===== src/logic/tlb_pkg.sv =====
// Purpose: shared types and constants of the translation lookaside buffer
// Assumes: 32-bit effective and real addresses, 4 KB smallest page
// Notes:   entry layout holds only what the lookup and invalidation use
package tlb_pkg;
  localparam int          NUM_ENTRIES = 16;
  localparam int          IDX_W       = 4;
  localparam int          PID_W       = 8;
  localparam int          REG_W       = 32;
  localparam int          EPN_W       = 20;
  localparam int          OFFSET_W    = 12;
  localparam int          SIZE_W      = 4;
  localparam logic [3:0]  SIZE_MIN    = 4'h1;
  localparam logic [3:0]  SIZE_MAX    = 4'h9;
  localparam logic [19:0] EPN_ONES    = 20'hFFFFF;
  localparam logic [4:0]  SIZE_SHIFT0 = 5'h02;
  localparam logic [7:0]  PID_RST     = 8'h00;
  localparam logic [7:0]  TID_GLOBAL  = 8'h00;
  localparam logic [23:0] PID_UPPER   = 24'h000000;
  localparam logic [3:0]  ENTRY_SELECT_RST    = 4'h0;
  localparam logic [3:0]  NV_RST      = 4'h0;

  typedef enum logic [1:0] {
    ACC_FETCH,
    ACC_LOAD,
    ACC_STORE
  } access_kind_t;

  typedef struct packed {
    logic        valid;
    logic        translation_space;
    logic [7:0]  translation_id;
    logic [19:0] effective_page_number;
    logic [19:0] real_page_number;
    logic [3:0]  size;
    logic        supervisor_read_ok;
    logic        supervisor_write_ok;
    logic        supervisor_exec_ok;
    logic        user_read_ok;
    logic        user_write_ok;
    logic        user_exec_ok;
    logic        invalidation_protect;
  } tlb_entry_t;

  typedef struct packed {
    logic         valid;
    access_kind_t kind;
    logic [31:0]  ea;
  } lookup_req_t;

  typedef struct packed {
    logic        hit;
    logic        allowed;
    logic        multi_hit;
    logic [31:0] real_addr;
  } lookup_rsp_t;
endpackage


===== src/logic/tlb_translation_lookup.sv =====
// Purpose: 16-entry fully associative lookup with page sizes and permissions
// Assumes: software keeps valid entries from overlapping
// Notes:   lookup answer is combinational in the request cycle
//
// Overview of operation
// [RULE1] process id keeps 8 bits, upper read zero
// [RULE2] current process id always driven out
// [RULE3] zero translation id matches any process id
// [RULE4] candidate needs page number and space match
// [RULE5] nonzero translation id must equal process id
// [RULE6] size field picks compared page number bits
// [RULE7] real address is page number plus offset
// [RULE8] supervisor mode uses supervisor read/write/execute bits
// [RULE9] user mode uses user read/write/execute bits
// [RULE10] refused hit raises instruction or data storage
// [RULE11] sixteen entries all compared in parallel
// [RULE12] multiple hits give no exception, undefined address; code still raises a storage interrupt if no hit entry grants the access
// [RULE13] protected entries survive invalidate and flash
// [RULE14] entry write clearing valid removes protected entry
// [RULE15] address invalidate kills matching unprotected entries
// [RULE16] software picks victim into entry select
// [RULE17] miss copies next victim into entry select
// [RULE18] no matching entry signals translation error
// [RULE19] same-cycle answer, reset clears all valid
`timescale 1ns/100ps
module tlb_translation_lookup (
  // clock and reset
  input  wire logic                 clk,
  input  wire logic                 rstn,
  // process id register
  input  wire logic                 pid_wr_en,
  input  wire logic [31:0]          pid_wr_data,
  output wire logic [31:0]          pid_rd_data,
  output wire logic [7:0]           current_pid_out,
  // machine state bits
  input  wire logic                 instr_space_bit,
  input  wire logic                 data_space_bit,
  input  wire logic                 user_mode_bit,
  // lookup
  input  wire tlb_pkg::lookup_req_t req,
  output wire tlb_pkg::lookup_rsp_t rsp,
  output wire logic                 instr_tlb_error,
  output wire logic                 data_tlb_error,
  output wire logic                 instr_storage_interrupt,
  output wire logic                 data_storage_interrupt,
  // assist register zero
  input  wire logic                 asr0_wr_en,
  input  wire logic [3:0]           asr0_wr_select,
  input  wire logic [3:0]           asr0_wr_victim,
  output wire logic [3:0]           entry_select,
  output wire logic [3:0]           next_victim,
  // entry write and read
  input  wire logic                 entry_wr_en,
  input  wire tlb_pkg::tlb_entry_t  entry_wr_data,
  output wire tlb_pkg::tlb_entry_t  entry_rd_data,
  // invalidation
  input  wire logic                 inv_en,
  input  wire logic                 invalidate_everything_cmd,
  input  wire logic [31:0]          inv_addr,
  input  wire logic                 flash_invalidate_bit
);

  tlb_pkg::tlb_entry_t entries_q [tlb_pkg::NUM_ENTRIES];
  logic [7:0]          process_id_reg_q;
  logic [3:0]          entry_select_q;
  logic [3:0]          next_victim_q;

  logic [15:0]         cand;
  logic [15:0]         hit_vec;
  logic [15:0]         kill;
  logic [15:0]         valid_d;
  tlb_pkg::tlb_entry_t hit_entry;
  logic [19:0]         hit_mask;
  logic [19:0]         ea_pn;
  logic [19:0]         inv_pn;
  logic                cur_space;
  logic                any_hit;
  logic                multi_hit;
  logic                is_fetch;
  logic                perm_ok;
  logic                miss_err;
  logic                perm_err;

  // compared page number bits; two fewer bits per size step
  function automatic logic [19:0] page_mask(input logic [3:0] size);
    logic [4:0] sh;
    sh = {size, 1'h0} - tlb_pkg::SIZE_SHIFT0; // see [RULE6]
    page_mask = tlb_pkg::EPN_ONES << sh;
  endfunction

  // reserved size codes never match, so a bad entry is simply inert
  function automatic logic page_match(input tlb_pkg::tlb_entry_t e,
                                      input logic [19:0] pn);
    logic ok;
    ok = (e.size >= tlb_pkg::SIZE_MIN) && (e.size <= tlb_pkg::SIZE_MAX);
    page_match = ok && (((e.effective_page_number ^ pn) &
                         page_mask(e.size)) == '0); // see [RULE6]
  endfunction

  assign ea_pn     = req.ea[31:12];
  assign inv_pn    = inv_addr[31:12];
  assign is_fetch  = (req.kind == tlb_pkg::ACC_FETCH);
  assign cur_space = is_fetch ? instr_space_bit : data_space_bit;

  // every entry is compared at once; see [RULE11]
  for (genvar i = 0; i < tlb_pkg::NUM_ENTRIES; i++) begin : g_cam
    assign cand[i] = entries_q[i].valid &&
                     page_match(entries_q[i], ea_pn) &&
                     (entries_q[i].translation_space == cur_space); // see [RULE4]
    assign hit_vec[i] = cand[i] &&
      ((entries_q[i].translation_id == tlb_pkg::TID_GLOBAL) || // see [RULE3]
       (entries_q[i].translation_id == process_id_reg_q));    // see [RULE5]
    // address invalidate ignores space and id, but spares protected ones
    assign kill[i] = inv_en && !entries_q[i].invalidation_protect &&
                     (invalidate_everything_cmd ||
                      page_match(entries_q[i], inv_pn)); // see [RULE15]
    assign valid_d[i] = entries_q[i].valid && !kill[i] &&
      !(flash_invalidate_bit &&
        !entries_q[i].invalidation_protect); // see [RULE13]
  end

  // overlapping hits are OR-ed together; the result is meaningless
  always_comb begin
    hit_entry = '0;
    for (int i = 0; i < tlb_pkg::NUM_ENTRIES; i++) begin
      if (hit_vec[i]) begin
        hit_entry = hit_entry | entries_q[i]; // see [RULE12]
      end
    end
  end

  assign any_hit   = |hit_vec;
  assign multi_hit = (hit_vec & (hit_vec - 16'h0001)) != '0; // see [RULE12]
  assign hit_mask  = page_mask(hit_entry.size);

  assign perm_ok =
    is_fetch ? (user_mode_bit ? hit_entry.user_exec_ok
                              : hit_entry.supervisor_exec_ok) :
    (req.kind == tlb_pkg::ACC_STORE) ?
               (user_mode_bit ? hit_entry.user_write_ok   // see [RULE9]
                              : hit_entry.supervisor_write_ok) :
               (user_mode_bit ? hit_entry.user_read_ok
                              : hit_entry.supervisor_read_ok); // see [RULE8]

  assign miss_err = req.valid && !any_hit; // see [RULE18]
  assign perm_err = req.valid && any_hit && !perm_ok; // see [RULE10]

  // answer in the request cycle; see [RULE19]
  assign rsp.hit       = req.valid && any_hit;
  assign rsp.allowed   = req.valid && any_hit && perm_ok;
  assign rsp.multi_hit = req.valid && multi_hit;
  assign rsp.real_addr = {(hit_entry.real_page_number & hit_mask) |
                          (ea_pn & ~hit_mask),
                          req.ea[11:0]}; // see [RULE7]

  assign instr_tlb_error         = miss_err && is_fetch;
  assign data_tlb_error          = miss_err && !is_fetch;
  assign instr_storage_interrupt = perm_err && is_fetch;
  assign data_storage_interrupt  = perm_err && !is_fetch;

  assign pid_rd_data     = {tlb_pkg::PID_UPPER, process_id_reg_q}; // see [RULE1]
  assign current_pid_out = process_id_reg_q; // see [RULE2]
  assign entry_select    = entry_select_q;
  assign next_victim     = next_victim_q;
  assign entry_rd_data   = entries_q[entry_select_q];

  always_ff @(posedge clk) begin
    if (!rstn) begin
      process_id_reg_q <= tlb_pkg::PID_RST;
    end else if (pid_wr_en) begin
      process_id_reg_q <= pid_wr_data[7:0]; // see [RULE1]
    end
  end

  // a miss in the same cycle as a software write takes precedence
  always_ff @(posedge clk) begin
    if (!rstn) begin
      entry_select_q <= tlb_pkg::ENTRY_SELECT_RST;
      next_victim_q  <= tlb_pkg::NV_RST;
    end else begin
      if (miss_err) begin
        entry_select_q <= next_victim_q; // see [RULE17]
      end else if (asr0_wr_en) begin
        entry_select_q <= asr0_wr_select; // see [RULE16]
      end
      if (asr0_wr_en) begin
        next_victim_q <= asr0_wr_victim;
      end
    end
  end

  // entry write is applied last so it beats any same-cycle invalidate
  always_ff @(posedge clk) begin
    if (!rstn) begin
      for (int i = 0; i < tlb_pkg::NUM_ENTRIES; i++) begin
        entries_q[i] <= '0; // see [RULE19]
      end
    end else begin
      for (int i = 0; i < tlb_pkg::NUM_ENTRIES; i++) begin
        entries_q[i].valid <= valid_d[i];
      end
      if (entry_wr_en) begin
        entries_q[entry_select_q] <= entry_wr_data; // see [RULE14]
      end
    end
  end

  property p_pid_upper;
    @(posedge clk) disable iff (!rstn)
      pid_rd_data[31:8] == tlb_pkg::PID_UPPER;
  endproperty
  a_pid_upper: assert property (p_pid_upper) // see [RULE1]
    else $error("process id upper bits not zero");

  property p_pid_out;
    @(posedge clk) disable iff (!rstn)
      pid_wr_en |=> current_pid_out == $past(pid_wr_data[7:0]);
  endproperty
  a_pid_out: assert property (p_pid_out) // see [RULE2]
    else $error("current process id not updated");

  property p_miss_err;
    @(posedge clk) disable iff (!rstn)
      (req.valid && hit_vec == '0) |->
        (instr_tlb_error == is_fetch) && (data_tlb_error == !is_fetch) &&
        !rsp.hit;
  endproperty
  a_miss_err: assert property (p_miss_err) // see [RULE18]
    else $error("miss not signalled on the right error");

  property p_victim;
    @(posedge clk) disable iff (!rstn)
      (instr_tlb_error || data_tlb_error) |=>
        entry_select == $past(next_victim);
  endproperty
  a_victim: assert property (p_victim) // see [RULE17]
    else $error("next victim not copied on miss");

  property p_perm_refuse;
    @(posedge clk) disable iff (!rstn)
      (rsp.hit && !rsp.allowed) |->
        (instr_storage_interrupt || data_storage_interrupt) &&
        !(instr_tlb_error || data_tlb_error);
  endproperty
  a_perm_refuse: assert property (p_perm_refuse) // see [RULE10]
    else $error("refused access raised no storage interrupt");

  property p_user_fetch;
    @(posedge clk) disable iff (!rstn)
      (rsp.hit && !rsp.multi_hit && is_fetch && user_mode_bit) |->
        rsp.allowed == hit_entry.user_exec_ok;
  endproperty
  a_user_fetch: assert property (p_user_fetch) // see [RULE9]
    else $error("user fetch permission wrong");

  property p_sup_store;
    @(posedge clk) disable iff (!rstn)
      (rsp.hit && !rsp.multi_hit && !user_mode_bit &&
       req.kind == tlb_pkg::ACC_STORE) |->
        rsp.allowed == hit_entry.supervisor_write_ok;
  endproperty
  a_sup_store: assert property (p_sup_store) // see [RULE8]
    else $error("supervisor store permission wrong");

  property p_offset;
    @(posedge clk) disable iff (!rstn)
      rsp.hit |-> rsp.real_addr[11:0] == req.ea[11:0];
  endproperty
  a_offset: assert property (p_offset) // see [RULE7]
    else $error("page offset not passed through");

  property p_protect;
    @(posedge clk) disable iff (!rstn)
      ((flash_invalidate_bit || inv_en) && !entry_wr_en &&
       entries_q[entry_select_q].valid &&
       entries_q[entry_select_q].invalidation_protect) |=>
        entries_q[$past(entry_select_q)].valid;
  endproperty
  a_protect: assert property (p_protect) // see [RULE13]
    else $error("protected entry lost by invalidation");

  property p_entry_write;
    @(posedge clk) disable iff (!rstn)
      entry_wr_en |=>
        entries_q[$past(entry_select_q)] == $past(entry_wr_data);
  endproperty
  a_entry_write: assert property (p_entry_write) // see [RULE14]
    else $error("entry write not stored");

  property p_no_hit_quiet;
    @(posedge clk) disable iff (!rstn)
      !rsp.hit |->
        !rsp.allowed && !instr_storage_interrupt && !data_storage_interrupt;
  endproperty
  a_no_hit_quiet: assert property (p_no_hit_quiet) // see [RULE10]
    else $error("access allowed or refused without a hit");

  property p_pid_hold;
    @(posedge clk) disable iff (!rstn)
      !pid_wr_en |=> $stable(current_pid_out);
  endproperty
  a_pid_hold: assert property (p_pid_hold) // see [RULE2]
    else $error("process id changed without a write");

  property p_reset_clear;
    @(posedge clk)
      !rstn |=> hit_vec == '0;
  endproperty
  a_reset_clear: assert property (p_reset_clear) // see [RULE19]
    else $error("entry still hits after reset");

  property p_hit_space;
    @(posedge clk) disable iff (!rstn)
      (rsp.hit && !rsp.multi_hit) |->
        hit_entry.translation_space == cur_space;
  endproperty
  a_hit_space: assert property (p_hit_space) // see [RULE4]
    else $error("hit in the wrong address space");

  property p_real_page;
    @(posedge clk) disable iff (!rstn)
      (rsp.hit && !rsp.multi_hit && hit_entry.size == tlb_pkg::SIZE_MIN) |->
        rsp.real_addr[31:12] == hit_entry.real_page_number;
  endproperty
  a_real_page: assert property (p_real_page) // see [RULE7]
    else $error("real page number not used on a small page");

  property p_user_load;
    @(posedge clk) disable iff (!rstn)
      (rsp.hit && !rsp.multi_hit && user_mode_bit &&
       req.kind == tlb_pkg::ACC_LOAD) |->
        rsp.allowed == hit_entry.user_read_ok;
  endproperty
  a_user_load: assert property (p_user_load) // see [RULE9]
    else $error("user load permission wrong");

  property p_select_hold;
    @(posedge clk) disable iff (!rstn)
      (!miss_err && !asr0_wr_en) |=> $stable(entry_select);
  endproperty
  a_select_hold: assert property (p_select_hold) // see [RULE16]
    else $error("entry select changed without a cause");

  property p_multi_quiet;
    @(posedge clk) disable iff (!rstn)
      rsp.multi_hit |-> !instr_tlb_error && !data_tlb_error;
  endproperty
  a_multi_quiet: assert property (p_multi_quiet) // see [RULE12]
    else $error("multiple hit reported an error");

endmodule


===== config.mk =====
export PLATFORM = sky130hd
export DESIGN_NAME = tlb_translation_lookup
export DESIGN_NICKNAME = d
export VERILOG_FILES = /design/src/logic/tlb_pkg.sv /design/src/logic/tlb_translation_lookup.sv
export SDC_FILE = /design/constraint.sdc
export NUM_CORES = 2
export LEC_CHECK = 0
export ABC_AREA = 1
export BUFFER_PORTS_ARGS = -buffer_cell sky130_fd_sc_hd__buf_2
export CORE_ASPECT_RATIO = 0.5
export CORE_UTILIZATION = 36
export DETAILED_ROUTE_END_ITERATION = 6
export PLACE_DENSITY_LB_ADDON = 0.15
export SLEW_MARGIN = 20
export SYNTH_ARGS = -nofsm -noshare
export SYNTH_HDL_FRONTEND = slang
export SYNTH_SLANG_ARGS = --single-unit

===== constraint.sdc =====
create_clock -name clk -period 5.3 [get_ports clk]
set_clock_uncertainty 0.05 [all_clocks]
set_input_delay 0.795 -clock clk [delete_from_list [all_inputs] [get_ports clk]]
set_output_delay 0.795 -clock clk [all_outputs]
set_load 0.005 [all_outputs]

==> metrics.md <==
| Metric | Value |
|---|---|
| Synthesis-to-finish area growth | 16.2% |
| Kind of end point of the critical path | output pin |
| Row count | 109 |
| Total core area | approximately 180000 µm² |
| Pins Over Slew Limit | 0 |
| Via count | between 60000 and 70000 |
| Synth area leader | edfxtp_1 |
| Hold depth | 3 |
| Total Die Area | 180000 µm² |
| Placer Congestion | ~1.1 |
| Yosys cell types | 60 |
| Antenna violations before repair | 21 |
| CTS Root Buffer Type | clkbuf_16 |
| Fill cell count | approximately 18000 |
| Inserted Clock Buffers | about 100 |
| TritonCTS clock tree | done |
| Hpwl dp | between 200000 and 250000 µm |
| Critical path peak fanout | 6 |
| Drt initial violations | around 8600 |
| Async SR Flop Fraction | 0 |
| Hold slack | 0.183 ns |
| Largest net degree at the start of global routing | approximately 170 |
| Reg2reg path depth | 21 |
| Register Area | around 30000 µm² |
| Syn Area/Cell | between 8 and 9 µm² |
| Worst slew pin tran | 1.23 ns |
| Clock Sinks | roughly 1000 |
| Vias per std cell | just under 6 |
| All-Layer GR Usage | 0.351 |
| Critical Path RT | approximately 4.5 ns |
| Routed Antenna Nets | 0 |
| Post-synth EDFFs | between 900 and 1000 |
| CTS HTree Levels | 3 |
| Part of the Yosys area used for sequential elements | 0.461 |
| Minimum clock period | approximately 5.2 ns |
| GR Overflow Total | 0 |
| Worst skew pair latency | between 0.8 and 0.9 ns |
| Final core occ | 0.421 |
| Initial Util | 0.362 |
| Vias in the first global route | 55900 |
| Hold Buf Count CTS | 0 |
| Main area contributors after synthesis | edfxtp_1 (45%), nor2_1 (8.9%), nand2_1 (6.9%) |
| R2R Setup Slk | about 1.4 ns |
| Chip Height | around 300 µm |
| Die W | approximately 600 µm |
| Wire length per cell | slightly above 30 µm |
| Post-layout nets | ~8300 |
| Commonest cells in the netlist | nor2_1 (1513), nand2_1 (1186), edfxtp_1 (960) |
| Critical Path AT | approximately 4.4 ns |
| Ports | between 300 and 400 |
| Crit path kind | flop to output pin |
| Drt total wl | between 300000 and 400000 µm |
| Area of the multi-input gates | between 30000 and 40000 µm² |
| Worst reg2reg path startpoint | entries_q[10][8] |
| Max_cap viols | 0 |
| Tcrit/Tclk final | 0.989 |
| Beginning of the critical path | entries_q[2][7] |
| Longest Clk Path Bufs | 3 |
| Synthesized cell area | ~64000 µm² |
| Worst VDD drop | 0.268 mV |
| Clk slew on worst S/H paths | 0.06 ns |
| Hold path endpoint | next_victim[0] |
| IO Port Bufs | 242 |
| Yosys warnings | 0 |
| Status | finished with violations |
| Final setup vio count | 0 |
| Post-Syn Instances | roughly 7900 |
| DRT Pass-1 Iters | 7 |
| First-pass GRT wire length | between 400000 and 500000 µm |
| Slew Limit Headroom | 0.171 |
| Drt drc | 9 |
| Count of final hold-check violations | 0 |
| Most frequent cell after synthesis | nor2_1 |
| CP Launch Type | flop |
| Hold wc startpoint | asr0_wr_victim[0] |
| Failing checks | design-rule violations |
| Peak Freq | roughly 0.19 GHz |
| Yosys top cell area share | 0.450 |
| Pwr dens | roughly 290 nW/µm² |
| P_leak | 30.3 nW |
| Predominant post-synthesis flop cell | edfxtp_1 |
| Layout cells sized above 1 | 0.142 |
| Worst Hold Class | input port to flop |
| FF+latch count, synth | 996 |
==> worst max-delay path: stages, from the launching register on <==
cell	delay [ns]
edfxtp_1	0.44
buf_4	0.16
buf_4	0.14
ha_1	0.24
inv_1	0.08
o21ai_0	0.07
buf_4	0.18
nand2_4	0.07
nand2_4	0.09
nor2_4	0.15
buf_6	0.11
nand4_1	0.45
nand4_1	0.30
nor2_2	0.07
nand2_2	0.16
nand4_4	0.20
nand2_8	0.20
nand3b_1	0.13
nand2_1	0.20
inv_1	0.06
buf_2	0.12
==> where the power goes <==
group	internal (mW)	total (mW)	switching (mW)
Combinational	1.17	4.02	2.85
Clock	4.69	8.40	3.71
Sequential	8.94	9.25	0.311
==> per-layer routing <==
| layer | up-vias | wire (µm) | part of all wire | track usage |
|---|---|---|---|---|
| met3 | 787 | 36500 | 0.11 | 0.0829 |
| met5 | - | 75 | 0.00023 | 0 |
| met2 | 3809 | 139000 | 0.42 | 0.526 |
| met4 | 10 | 20500 | 0.063 | 0.192 |
| li1 | 26700 | - | - | - |
| met1 | 30100 | 131000 | 0.40 | 0.469 |
==> through the flow <==
stage	setup slack, ns	cell area, µm²	power (mW)	std cells	setup TNS (ns)
floorplan	1.27	64200	11.4	7881	0
global placement	0.0720	69000	13.2	10300	0
detailed placement	0.0772	69000	13.2	10300	0
CTS	0.00351	73400	21.5	10500	0
global route	-0.0480	74400	22.1	10500	-0.387
finish	0.0588	74500	21.7	10500	0
==> final cells by class <==
class	count	share of cell area
Sequential cell	996	0.397
Clock buffer	116	0.0353
Antenna cell	8	0.000269
Tap cell	2386	0.0401
Multi-Input combinational cell	5688	0.413
Inverter	642	0.0332
Clock inverter	78	0.0148
Timing Repair Buffer	633	0.0665
==> cells in the final DEF, fill, tap and decap left out, drive strengths merged, types with 12 or more instances in the layout <==
cell type / n
xor2: 279
nor4: 32
clkbuf: 118
nor2: 1548
dfxtp: 36
o211ai: 88
xnor2: 434
clkinv: 47
bufinv: 22
nand2: 1208
buf: 631
nand3b: 12
nand4: 129
o21ai: 776
ha: 80
a21oi: 352
conb: 24
edfxtp: 960
o22ai: 81
a211oi: 28
nand3: 470
nor3: 32
o221ai: 65
inv: 643
==> sequential cells by signal, summed over array words and instances (netlist names), named ones only <==
signal / count
entries_q: 976
current_pid_out: 8
entry_select: 4
next_victim: 4
==> logic make-up (layout without fill, tap and decap cells) <==
kind of cell / after synthesis / in the layout / share of synthesized area
buffers and inverters: 1198 / 1469 / 0.0791
and+or+nand+nor: 3444 / 3445 / 0.223
other: 1 / 32 / 0.0000585
DFF: 996 / 996 / 0.461
xor gates and xnor gates: 713 / 713 / 0.0977
adders and majority gates: 80 / 80 / 0.0156
AOI/OAI and AO/OA: 1426 / 1426 / 0.123
==> how the worst max path moves through the flow <==
| stage | end | slack, ns | depth (start not counted) |
|---|---|---|---|
| 4_1_cts | rsp[20] | 0.004 | 26 |
| 6_report | rsp[26] | 0.06 | 20 |
| 5_1_grt | rsp[21] | -0.05 | 22 |
| 3_5_place_dp | rsp[29] | 0.08 | 27 |
| 3_3_place_gp | rsp[29] | 0.07 | 22 |
| 2_1_floorplan | rsp[31] | 1.27 | 23 |
==> what timing repair did <==
| action | CTS | global route |
|---|---|---|
| cloned | 0 | 3 |
| setup buffers | 24 | 45 |
| resized for setup | 160 | 169 |
| endpoints found under the setup margin | 27 | 27 |
| pin swaps | 21 | 43 |
No activity file was read; power rests on OpenSTA's default activity.
